$ cat src/pkg/acf_pkg.sv
// shared types and constants for the ipv6 access entry classifier
package acf_pkg;
    localparam int unsigned ADDR_W = 128;
    localparam int unsigned PFX_W = 8;
    localparam int unsigned PORT_W = 16;
    localparam int unsigned PROTO_W = 8;
    localparam int unsigned SEQ_W = 4;
    localparam int unsigned NUM_ENTRIES = 4;
    localparam logic [PFX_W-1:0] PFX_FULL = 8'h80;
    // flag bit positions inside the frame flag vector
    localparam int unsigned FLG_URG = 3;
    localparam int unsigned FLG_ACK = 2;
    localparam int unsigned FLG_PSH = 1;
    localparam int unsigned FLG_RST = 0;

    typedef enum logic [1:0] {
        ACF_ACT_PERMIT = 2'h0,
        ACF_ACT_DENY = 2'h1,
        ACF_ACT_SHUTDOWN = 2'h2
    } acf_action_e;

    typedef enum logic [1:0] {
        ACF_PORT_ANY = 2'h0,
        ACF_PORT_SINGLE = 2'h1,
        ACF_PORT_RANGE = 2'h2
    } acf_port_sel_e;

    typedef enum logic [1:0] {
        ACF_FLAG_DONT_CARE = 2'h0,
        ACF_FLAG_SET = 2'h1,
        ACF_FLAG_UNSET = 2'h2
    } acf_flag_sel_e;

    // one access entry as configured by software
    typedef struct packed {
        logic valid;
        logic [SEQ_W-1:0] seq;
        acf_action_e action;
        logic proto_any;
        logic [PROTO_W-1:0] proto;
        logic src_any;
        logic [ADDR_W-1:0] src_addr;
        logic [PFX_W-1:0] source_address_prefix;
        logic dst_any;
        logic [ADDR_W-1:0] dst_addr;
        logic [PFX_W-1:0] destination_address_prefix;
        acf_port_sel_e sport_sel;
        logic [PORT_W-1:0] sport_lo;
        logic [PORT_W-1:0] sport_hi;
        acf_port_sel_e dport_sel;
        logic [PORT_W-1:0] dport_lo;
        logic [PORT_W-1:0] dport_hi;
        acf_flag_sel_e urg_sel;
        acf_flag_sel_e ack_sel;
        acf_flag_sel_e psh_sel;
        acf_flag_sel_e rst_sel;
    } acf_entry_s;

    // parsed header fields of one frame
    typedef struct packed {
        logic [PROTO_W-1:0] proto;
        logic [ADDR_W-1:0] src_addr;
        logic [ADDR_W-1:0] dst_addr;
        logic [PORT_W-1:0] sport;
        logic [PORT_W-1:0] dport;
        logic [3:0] flags;
    } acf_frame_s;

    // forwarding verdict for one frame
    typedef struct packed {
        logic hit;
        logic forward;
        logic learn;
        logic drop;
        logic shutdown;
        logic [SEQ_W-1:0] seq;
    } acf_result_s;
endpackage

$ cat src/rtl/acf_classifier.sv
// ipv6 access entry classifier: one-cycle verdict per frame
`timescale 1ns/1ps
module acf_classifier (
    input wire logic core_clk_i, // 250 mhz core clock
    input wire logic resetn_i, // async reset, active low
    input wire acf_pkg::acf_entry_s [acf_pkg::NUM_ENTRIES-1:0] entries_i, // list
    input wire logic frame_valid_i, // frame header present
    input wire acf_pkg::acf_frame_s frame_i, // parsed header fields
    output logic result_valid_o, // verdict strobe
    output acf_pkg::acf_result_s result_o // verdict fields
);

    // prefix compare of two addresses over the leading plen bits
    function automatic logic addr_match(
        input logic [acf_pkg::ADDR_W-1:0] a,
        input logic [acf_pkg::ADDR_W-1:0] b,
        input logic [acf_pkg::PFX_W-1:0] plen
    );
        logic [acf_pkg::ADDR_W-1:0] mask;
        mask = '0;
        for (int i = 0; i < acf_pkg::ADDR_W; i++) begin
            mask[acf_pkg::ADDR_W-1-i] = (i < int'(plen));
        end
        if (plen > acf_pkg::PFX_FULL) begin
            mask = '1;
        end
        return ((a ^ b) & mask) == '0;
    endfunction

    // layer-4 port compare for any, single and range selectors
    function automatic logic port_match(
        input acf_pkg::acf_port_sel_e sel,
        input logic [acf_pkg::PORT_W-1:0] p,
        input logic [acf_pkg::PORT_W-1:0] lo,
        input logic [acf_pkg::PORT_W-1:0] hi
    );
        logic r;
        r = 1'b0;
        unique case (sel)
            acf_pkg::ACF_PORT_ANY: r = 1'b1;
            acf_pkg::ACF_PORT_SINGLE: r = (p == lo);
            acf_pkg::ACF_PORT_RANGE: r = (p >= lo) && (p <= hi);
            default: r = 1'b0;
        endcase
        return r;
    endfunction

    // three-state tcp flag compare
    function automatic logic flag_match(
        input acf_pkg::acf_flag_sel_e sel,
        input logic bit_v
    );
        logic r;
        r = 1'b0;
        unique case (sel)
            acf_pkg::ACF_FLAG_DONT_CARE: r = 1'b1;
            acf_pkg::ACF_FLAG_SET: r = bit_v;
            acf_pkg::ACF_FLAG_UNSET: r = ~bit_v;
            default: r = 1'b0;
        endcase
        return r;
    endfunction

    logic [acf_pkg::NUM_ENTRIES-1:0] hit_vec;
    logic result_valid_d;
    logic result_valid_q;
    acf_pkg::acf_result_s result_d;
    acf_pkg::acf_result_s result_q;

    // per-entry field comparison
    always_comb begin
        for (int e = 0; e < acf_pkg::NUM_ENTRIES; e++) begin
            hit_vec[e] = entries_i[e].valid
                && (entries_i[e].proto_any
                    || entries_i[e].proto == frame_i.proto)
                && (entries_i[e].src_any
                    || addr_match(frame_i.src_addr, entries_i[e].src_addr,
                        entries_i[e].source_address_prefix))
                && (entries_i[e].dst_any
                    || addr_match(frame_i.dst_addr, entries_i[e].dst_addr,
                        entries_i[e].destination_address_prefix))
                && port_match(entries_i[e].sport_sel, frame_i.sport,
                    entries_i[e].sport_lo, entries_i[e].sport_hi)
                && port_match(entries_i[e].dport_sel, frame_i.dport,
                    entries_i[e].dport_lo, entries_i[e].dport_hi)
                && flag_match(entries_i[e].urg_sel,
                    frame_i.flags[acf_pkg::FLG_URG])
                && flag_match(entries_i[e].ack_sel,
                    frame_i.flags[acf_pkg::FLG_ACK])
                && flag_match(entries_i[e].psh_sel,
                    frame_i.flags[acf_pkg::FLG_PSH])
                && flag_match(entries_i[e].rst_sel,
                    frame_i.flags[acf_pkg::FLG_RST]);
        end
    end

    // verdict selection and action decode
    always_comb begin
        logic found;
        logic [acf_pkg::SEQ_W-1:0] best_seq;
        acf_pkg::acf_action_e best_act;
        found = 1'b0;
        best_seq = '0;
        best_act = acf_pkg::ACF_ACT_PERMIT;
        for (int e = 0; e < acf_pkg::NUM_ENTRIES; e++) begin
            if (hit_vec[e] && (!found || entries_i[e].seq < best_seq)) begin
                found = 1'b1;
                best_seq = entries_i[e].seq;
                best_act = entries_i[e].action;
            end
        end
        result_valid_d = frame_valid_i;
        result_d = '0;
        result_d.hit = found;
        result_d.seq = best_seq;
        // no matching entry: frame passes untouched
        result_d.forward = 1'b1;
        result_d.learn = 1'b1;
        if (found) begin
            unique case (best_act)
                acf_pkg::ACF_ACT_PERMIT: begin
                    result_d.forward = 1'b1;
                    result_d.learn = 1'b1;
                end
                acf_pkg::ACF_ACT_DENY: begin
                    result_d.forward = 1'b0;
                    result_d.learn = 1'b0;
                    result_d.drop = 1'b1;
                end
                acf_pkg::ACF_ACT_SHUTDOWN: begin
                    result_d.forward = 1'b0;
                    result_d.learn = 1'b0;
                    result_d.drop = 1'b1;
                    result_d.shutdown = 1'b1;
                end
                default: begin
                    result_d.forward = 1'b0;
                    result_d.learn = 1'b0;
                    result_d.drop = 1'b1;
                end
            endcase
        end
        if (!frame_valid_i) begin
            result_d = '0;
        end
    end

    // output registers
    always_ff @(posedge core_clk_i or negedge resetn_i) begin
        if (!resetn_i) begin
            result_valid_q <= 1'b0;
            result_q <= '0;
        end else begin
            result_valid_q <= result_valid_d;
            result_q <= result_d;
        end
    end

    assign result_valid_o = result_valid_q;
    assign result_o = result_q;

    a_permit_forward: assert property (@(posedge core_clk_i)
        disable iff (!resetn_i)
        result_valid_o && result_o.hit && !result_o.drop
            |-> result_o.forward && result_o.learn)
        else $error("permit verdict not forwarded");

    a_drop_no_forward: assert property (@(posedge core_clk_i)
        disable iff (!resetn_i)
        result_o.drop |-> !result_o.forward && result_o.hit)
        else $error("dropped frame also forwarded");

    a_shutdown_drops: assert property (@(posedge core_clk_i)
        disable iff (!resetn_i)
        result_o.shutdown |-> result_o.drop)
        else $error("shutdown without drop");

    a_valid_follows: assert property (@(posedge core_clk_i)
        disable iff (!resetn_i)
        frame_valid_i |=> result_valid_o)
        else $error("verdict missing after frame");

    a_miss_passes: assert property (@(posedge core_clk_i)
        disable iff (!resetn_i)
        result_valid_o && !result_o.hit |-> result_o.forward)
        else $error("unmatched frame not forwarded");

    a_hit_reported: assert property (@(posedge core_clk_i)
        disable iff (!resetn_i)
        frame_valid_i && (hit_vec != '0) |=> result_o.hit)
        else $error("matching entry not reported");

    a_idle_clear: assert property (@(posedge core_clk_i)
        disable iff (!resetn_i)
        !frame_valid_i |=> !result_o.hit && !result_o.drop)
        else $error("verdict without frame");

    a_seq_stable: assert property (@(posedge core_clk_i)
        disable iff (!resetn_i)
        frame_valid_i && $stable(entries_i) && $stable(frame_i)
            && $past(frame_valid_i) |=> $stable(result_o))
        else $error("verdict changed with same inputs");

    a_proto_blocks: assert property (@(posedge core_clk_i)
        disable iff (!resetn_i)
        !entries_i[0].proto_any && entries_i[0].proto != frame_i.proto
            |-> !hit_vec[0])
        else $error("entry hit with wrong protocol");

    a_src_full: assert property (@(posedge core_clk_i)
        disable iff (!resetn_i)
        !entries_i[0].src_any
            && entries_i[0].source_address_prefix == acf_pkg::PFX_FULL
            && entries_i[0].src_addr != frame_i.src_addr |-> !hit_vec[0])
        else $error("entry hit with wrong source address");

    a_sport_single: assert property (@(posedge core_clk_i)
        disable iff (!resetn_i)
        entries_i[0].sport_sel == acf_pkg::ACF_PORT_SINGLE
            && frame_i.sport != entries_i[0].sport_lo |-> !hit_vec[0])
        else $error("entry hit with wrong source port");

    a_sport_range: assert property (@(posedge core_clk_i)
        disable iff (!resetn_i)
        entries_i[0].sport_sel == acf_pkg::ACF_PORT_RANGE
            && (frame_i.sport < entries_i[0].sport_lo
                || frame_i.sport > entries_i[0].sport_hi) |-> !hit_vec[0])
        else $error("entry hit outside source range");

    a_dport_single: assert property (@(posedge core_clk_i)
        disable iff (!resetn_i)
        entries_i[0].dport_sel == acf_pkg::ACF_PORT_SINGLE
            && frame_i.dport != entries_i[0].dport_lo |-> !hit_vec[0])
        else $error("entry hit with wrong destination port");

    a_dport_range: assert property (@(posedge core_clk_i)
        disable iff (!resetn_i)
        entries_i[0].dport_sel == acf_pkg::ACF_PORT_RANGE
            && (frame_i.dport < entries_i[0].dport_lo
                || frame_i.dport > entries_i[0].dport_hi) |-> !hit_vec[0])
        else $error("entry hit outside destination range");

    a_urg_set: assert property (@(posedge core_clk_i)
        disable iff (!resetn_i)
        entries_i[0].urg_sel == acf_pkg::ACF_FLAG_SET
            && !frame_i.flags[acf_pkg::FLG_URG] |-> !hit_vec[0])
        else $error("entry hit with urg clear");

    a_rst_unset: assert property (@(posedge core_clk_i)
        disable iff (!resetn_i)
        entries_i[0].rst_sel == acf_pkg::ACF_FLAG_UNSET
            && frame_i.flags[acf_pkg::FLG_RST] |-> !hit_vec[0])
        else $error("entry hit with rst set");

    a_deny_drops: assert property (@(posedge core_clk_i)
        disable iff (!resetn_i)
        frame_valid_i && hit_vec == 4'h1
            && entries_i[0].action == acf_pkg::ACF_ACT_DENY
            |=> result_o.drop && !result_o.forward && !result_o.learn)
        else $error("denied frame not dropped");

endmodule // acf_classifier

$ cat config.mk
export PLATFORM = sky130hd
export DESIGN_NAME = acf_classifier
export DESIGN_NICKNAME = d
export VERILOG_FILES = /design/src/pkg/acf_pkg.sv /design/src/rtl/acf_classifier.sv
export SDC_FILE = /design/constraint.sdc
export NUM_CORES = 2
export LEC_CHECK = 0
export ABC_AREA = 1
export BUFFER_PORTS_ARGS = -buffer_cell sky130_fd_sc_hd__buf_2
export CORE_AREA = 2 2 697 699
export DETAILED_ROUTE_END_ITERATION = 12
export DIE_AREA = 0 0 699 701
export GPL_TIMING_DRIVEN = 1
export SLEW_MARGIN = 20
export SYNTH_ARGS = -nofsm -noshare
export SYNTH_HDL_FRONTEND = slang
export SYNTH_SLANG_ARGS = --single-unit
$ cat constraint.sdc
create_clock -name core_clk_i -period 0.8 [get_ports core_clk_i]
set_clock_uncertainty 0.2 [all_clocks]
set_input_delay 0.04 -clock core_clk_i [delete_from_list [all_inputs] [get_ports core_clk_i]]
set_output_delay 0.04 -clock core_clk_i [all_outputs]
set_load 0.02 [all_outputs]
==> results.json <==
{
  "fin_nets": 10100,
  "core_area_um2": 482000,
  "drv_cap": 0,
  "gp_congestion": 1.09,
  "netlist.area_leader.share_pct": 16.0,
  "period_needed_ns": 5.07,
  "synth.yosys.seq_area_share_pct": 0.743,
  "syn_area_per_cell_um2": 6.09,
  "drc": 0,
  "worst_slack_ns": -4.27,
  "crit_path_start_kind": "input pin",
  "viasPerCell": 3.81,
  "yosys-top-cells-area": "xor2_1, xnor2_1, ha_1",
  "synth_cells": 4981,
  "fin_tns_setup_ns": -35.42,
  "yosys.area.top_type": "xor2_1",
  "crit_required_ns": 0.78,
  "rows": 255,
  "portBuffers": 1776,
  "critPathKind": "input pin to register",
  "async_reset_ff_share_pct": 100,
  "area_growth_pct": 102,
  "clock.fmax_mhz": 197,
  "period_share_pct": 634,
  "hold_class": "input pin to register",
  "postRouteAntennaNets": 0,
  "relSlewSlack_pct": 26.9,
  "finalPower_uw": 41000,
  "synth_warnings": 0,
  "grt_pass1_wl_um": 670000,
  "via_count": 56200,
  "hold_buffers": 1,
  "cts_tree": "done",
  "finalHoldViolCount": 3,
  "die_h_um": 701,
  "cp_max_fo": 7,
  "cp-end-kind": "register",
  "synth_flop_cell": "dfrtp_1",
  "min_path_cells": 3,
  "path_clk_slew_ns": 0.05,
  "cpPeakStageDelay_ns": 0.28,
  "h-tree-depth": 1,
  "start_util_pct": 6.29,
  "cp_top_family": "simple AND/OR/NAND/NOR gates",
  "crit_path_frequent_cell": "nand2_4",
  "worst_slew_pin_slew_ns": 1.10,
  "cp_num_buf_inv": 13,
  "multi_input_area_um2": 28500,
  "yosys.cell_count.top_type": "nand2_1",
  "status": "complete, but fails checks",
  "grt_util_all_layers_pct": 22.0,
  "vdd_ir_drop_max_mv": 0.440,
  "holdPathEnd": "result_o[0]",
  "design.die.area_um2": 490000,
  "synth_seq_cells": 9,
  "synthesis.nets": 7013,
  "cts_sinks": 9,
  "hpwl_um": 531000,
  "slew_violations": 0,
  "fillers": 56600,
  "grt_max_degree": 24,
  "drive_above_1_share_pct": 44.2,
  "powerDensity_nw_per_um2": 671,
  "violations": "negative hold slack, negative setup slack",
  "overflow": 0,
  "drt_iter0_drc": 6584,
  "ys_types": 65,
  "finish.utilization_pct": 12.7,
  "cts_buffers": 3,
  "antenna_found_initial": 607,
  "cts_root_buf": "clkbuf_16",
  "hold-worst-slack_ns": -0.0637,
  "synth_edf_count": 0,
  "clock_path_buffers": 2,
  "hold_start": "entries_i[1459]",
  "finalSetupViolCount": 18,
  "synthTopCellsByCount": "nand2_1, inv_1, xor2_1",
  "routed_wl_um": 567000,
  "area.sequential_um2": 230,
  "synth_area_um2": 30300,
  "leakage_uw": 0.0280,
  "rsz0062_at_grt": "yes",
  "drtPass1Iterations": 8,
  "cp_slowest_cell": "ha_4",
  "arrival_ns": 5.05,
  "grt_pass1_vias": 51700,
  "die_w_um": 699,
  "dp_slack_ns": -5.32,
  "wl_per_cell_um": 38.5,
  "pin_count": 1777
}
## stage by stage
stage,instances,hold WS (ns),instance area [um2]
2_1_floorplan,4981,-0.456,30500
3_3_place_gp,14400,-0.223,58300
3_5_place_dp,14400,-0.224,58300
4_1_cts,14400,-0.0316,59800
5_1_grt,14600,-0.0444,60700
6_report,14700,-0.0637,61200
## worst max-delay path by stage
stage                        endpoint  slack [ns]           start  cells past startpoint
after floorplan           result_o[7]       -3.66  entries_i[220]                     51
after global placement    result_o[7]       -5.69  entries_i[220]                     53
after detailed placement  result_o[4]       -5.32  entries_i[220]                     53
after CTS                 result_o[7]       -4.20  entries_i[219]                     52
after global routing      result_o[4]       -4.58   entries_i[83]                     52
final                     result_o[7]       -4.27   entries_i[83]                     53
## cell families after synthesis
logic type | Yosys count | share of synthesized area, %
AND/OR/NAND/NOR | 1602 | 23.0
flip-flops | 9 | 0.743
XOR/XNOR | 993 | 28.7
AO/OA/AOI/OAI | 1381 | 27.3
adder cells (fa/ha/maj) | 265 | 10.9
multiplexers | 1 | 0.0330
buffers and inverters | 730 | 9.33
## tightest hold or removal path: stages
cell and delay (ns):
buf_2 0.11, o21ai_1 0.08, a21oi_2 0.10
## state kept, by name, indices dropped and copies added (netlist names)
signal          count
result_valid_o      1
result_o            8
## timing repair
item,CTS,global route
pin swaps,114,78
cloned,4,2
setup buffers,49,18
hold endpoints to repair,11,2
gates resized for setup,303,126
setup endpoints to repair,18,18
## layout make-up
class | instances | area share [%]
Sequential cell | 9 | 0.376
Multi-Input combinational cell | 4243 | 46.6
Inverter | 591 | 3.78
Timing Repair Buffer | 3191 | 34.8
Clock buffer | 4 | 0.129
Tap cell | 6425 | 13.1
Antenna cell | 275 | 1.13
## power by group
part           switching [uW]  internal, uW  leakage, uW
combinational           24300         15300       0.0278
sequential               8.13           462     0.000114
clock                     287           673    0.0000399
total                   24600         16400       0.0280
## layer usage
metal | GRT usage (%) | up-vias | wire length [um]
met4 | 7.19 | 458 | 26000
met1 | 28.0 | 26700 | 238000
li1 | - | 23600 | -
met2 | 30.2 | 4207 | 214000
met3 | 13.1 | 1306 | 85600
met5 | 0.294 | - | 2950
## placed cells by master (no fill, tap or decap), types with 33 or more instances in the layout
cell type and n:
nor3_1 43, ha_1 257, xor2_1 555, o211ai_1 189, buf_6 41, diode_2 275, inv_2 39, nand3_1 215
or2_2 43, o21ai_1 44, buf_4 1275, a211oi_1 39, nand2_2 64, a21oi_1 267, o22ai_1 128, xnor2_1 437
buf_2 1747, buf_12 113, nand4_1 60, o21ai_0 496, inv_1 529, nor2_1 294, nor2_2 33, nand2_1 715
a221oi_1 51
No activity file was read; power rests on OpenSTA's default activity.
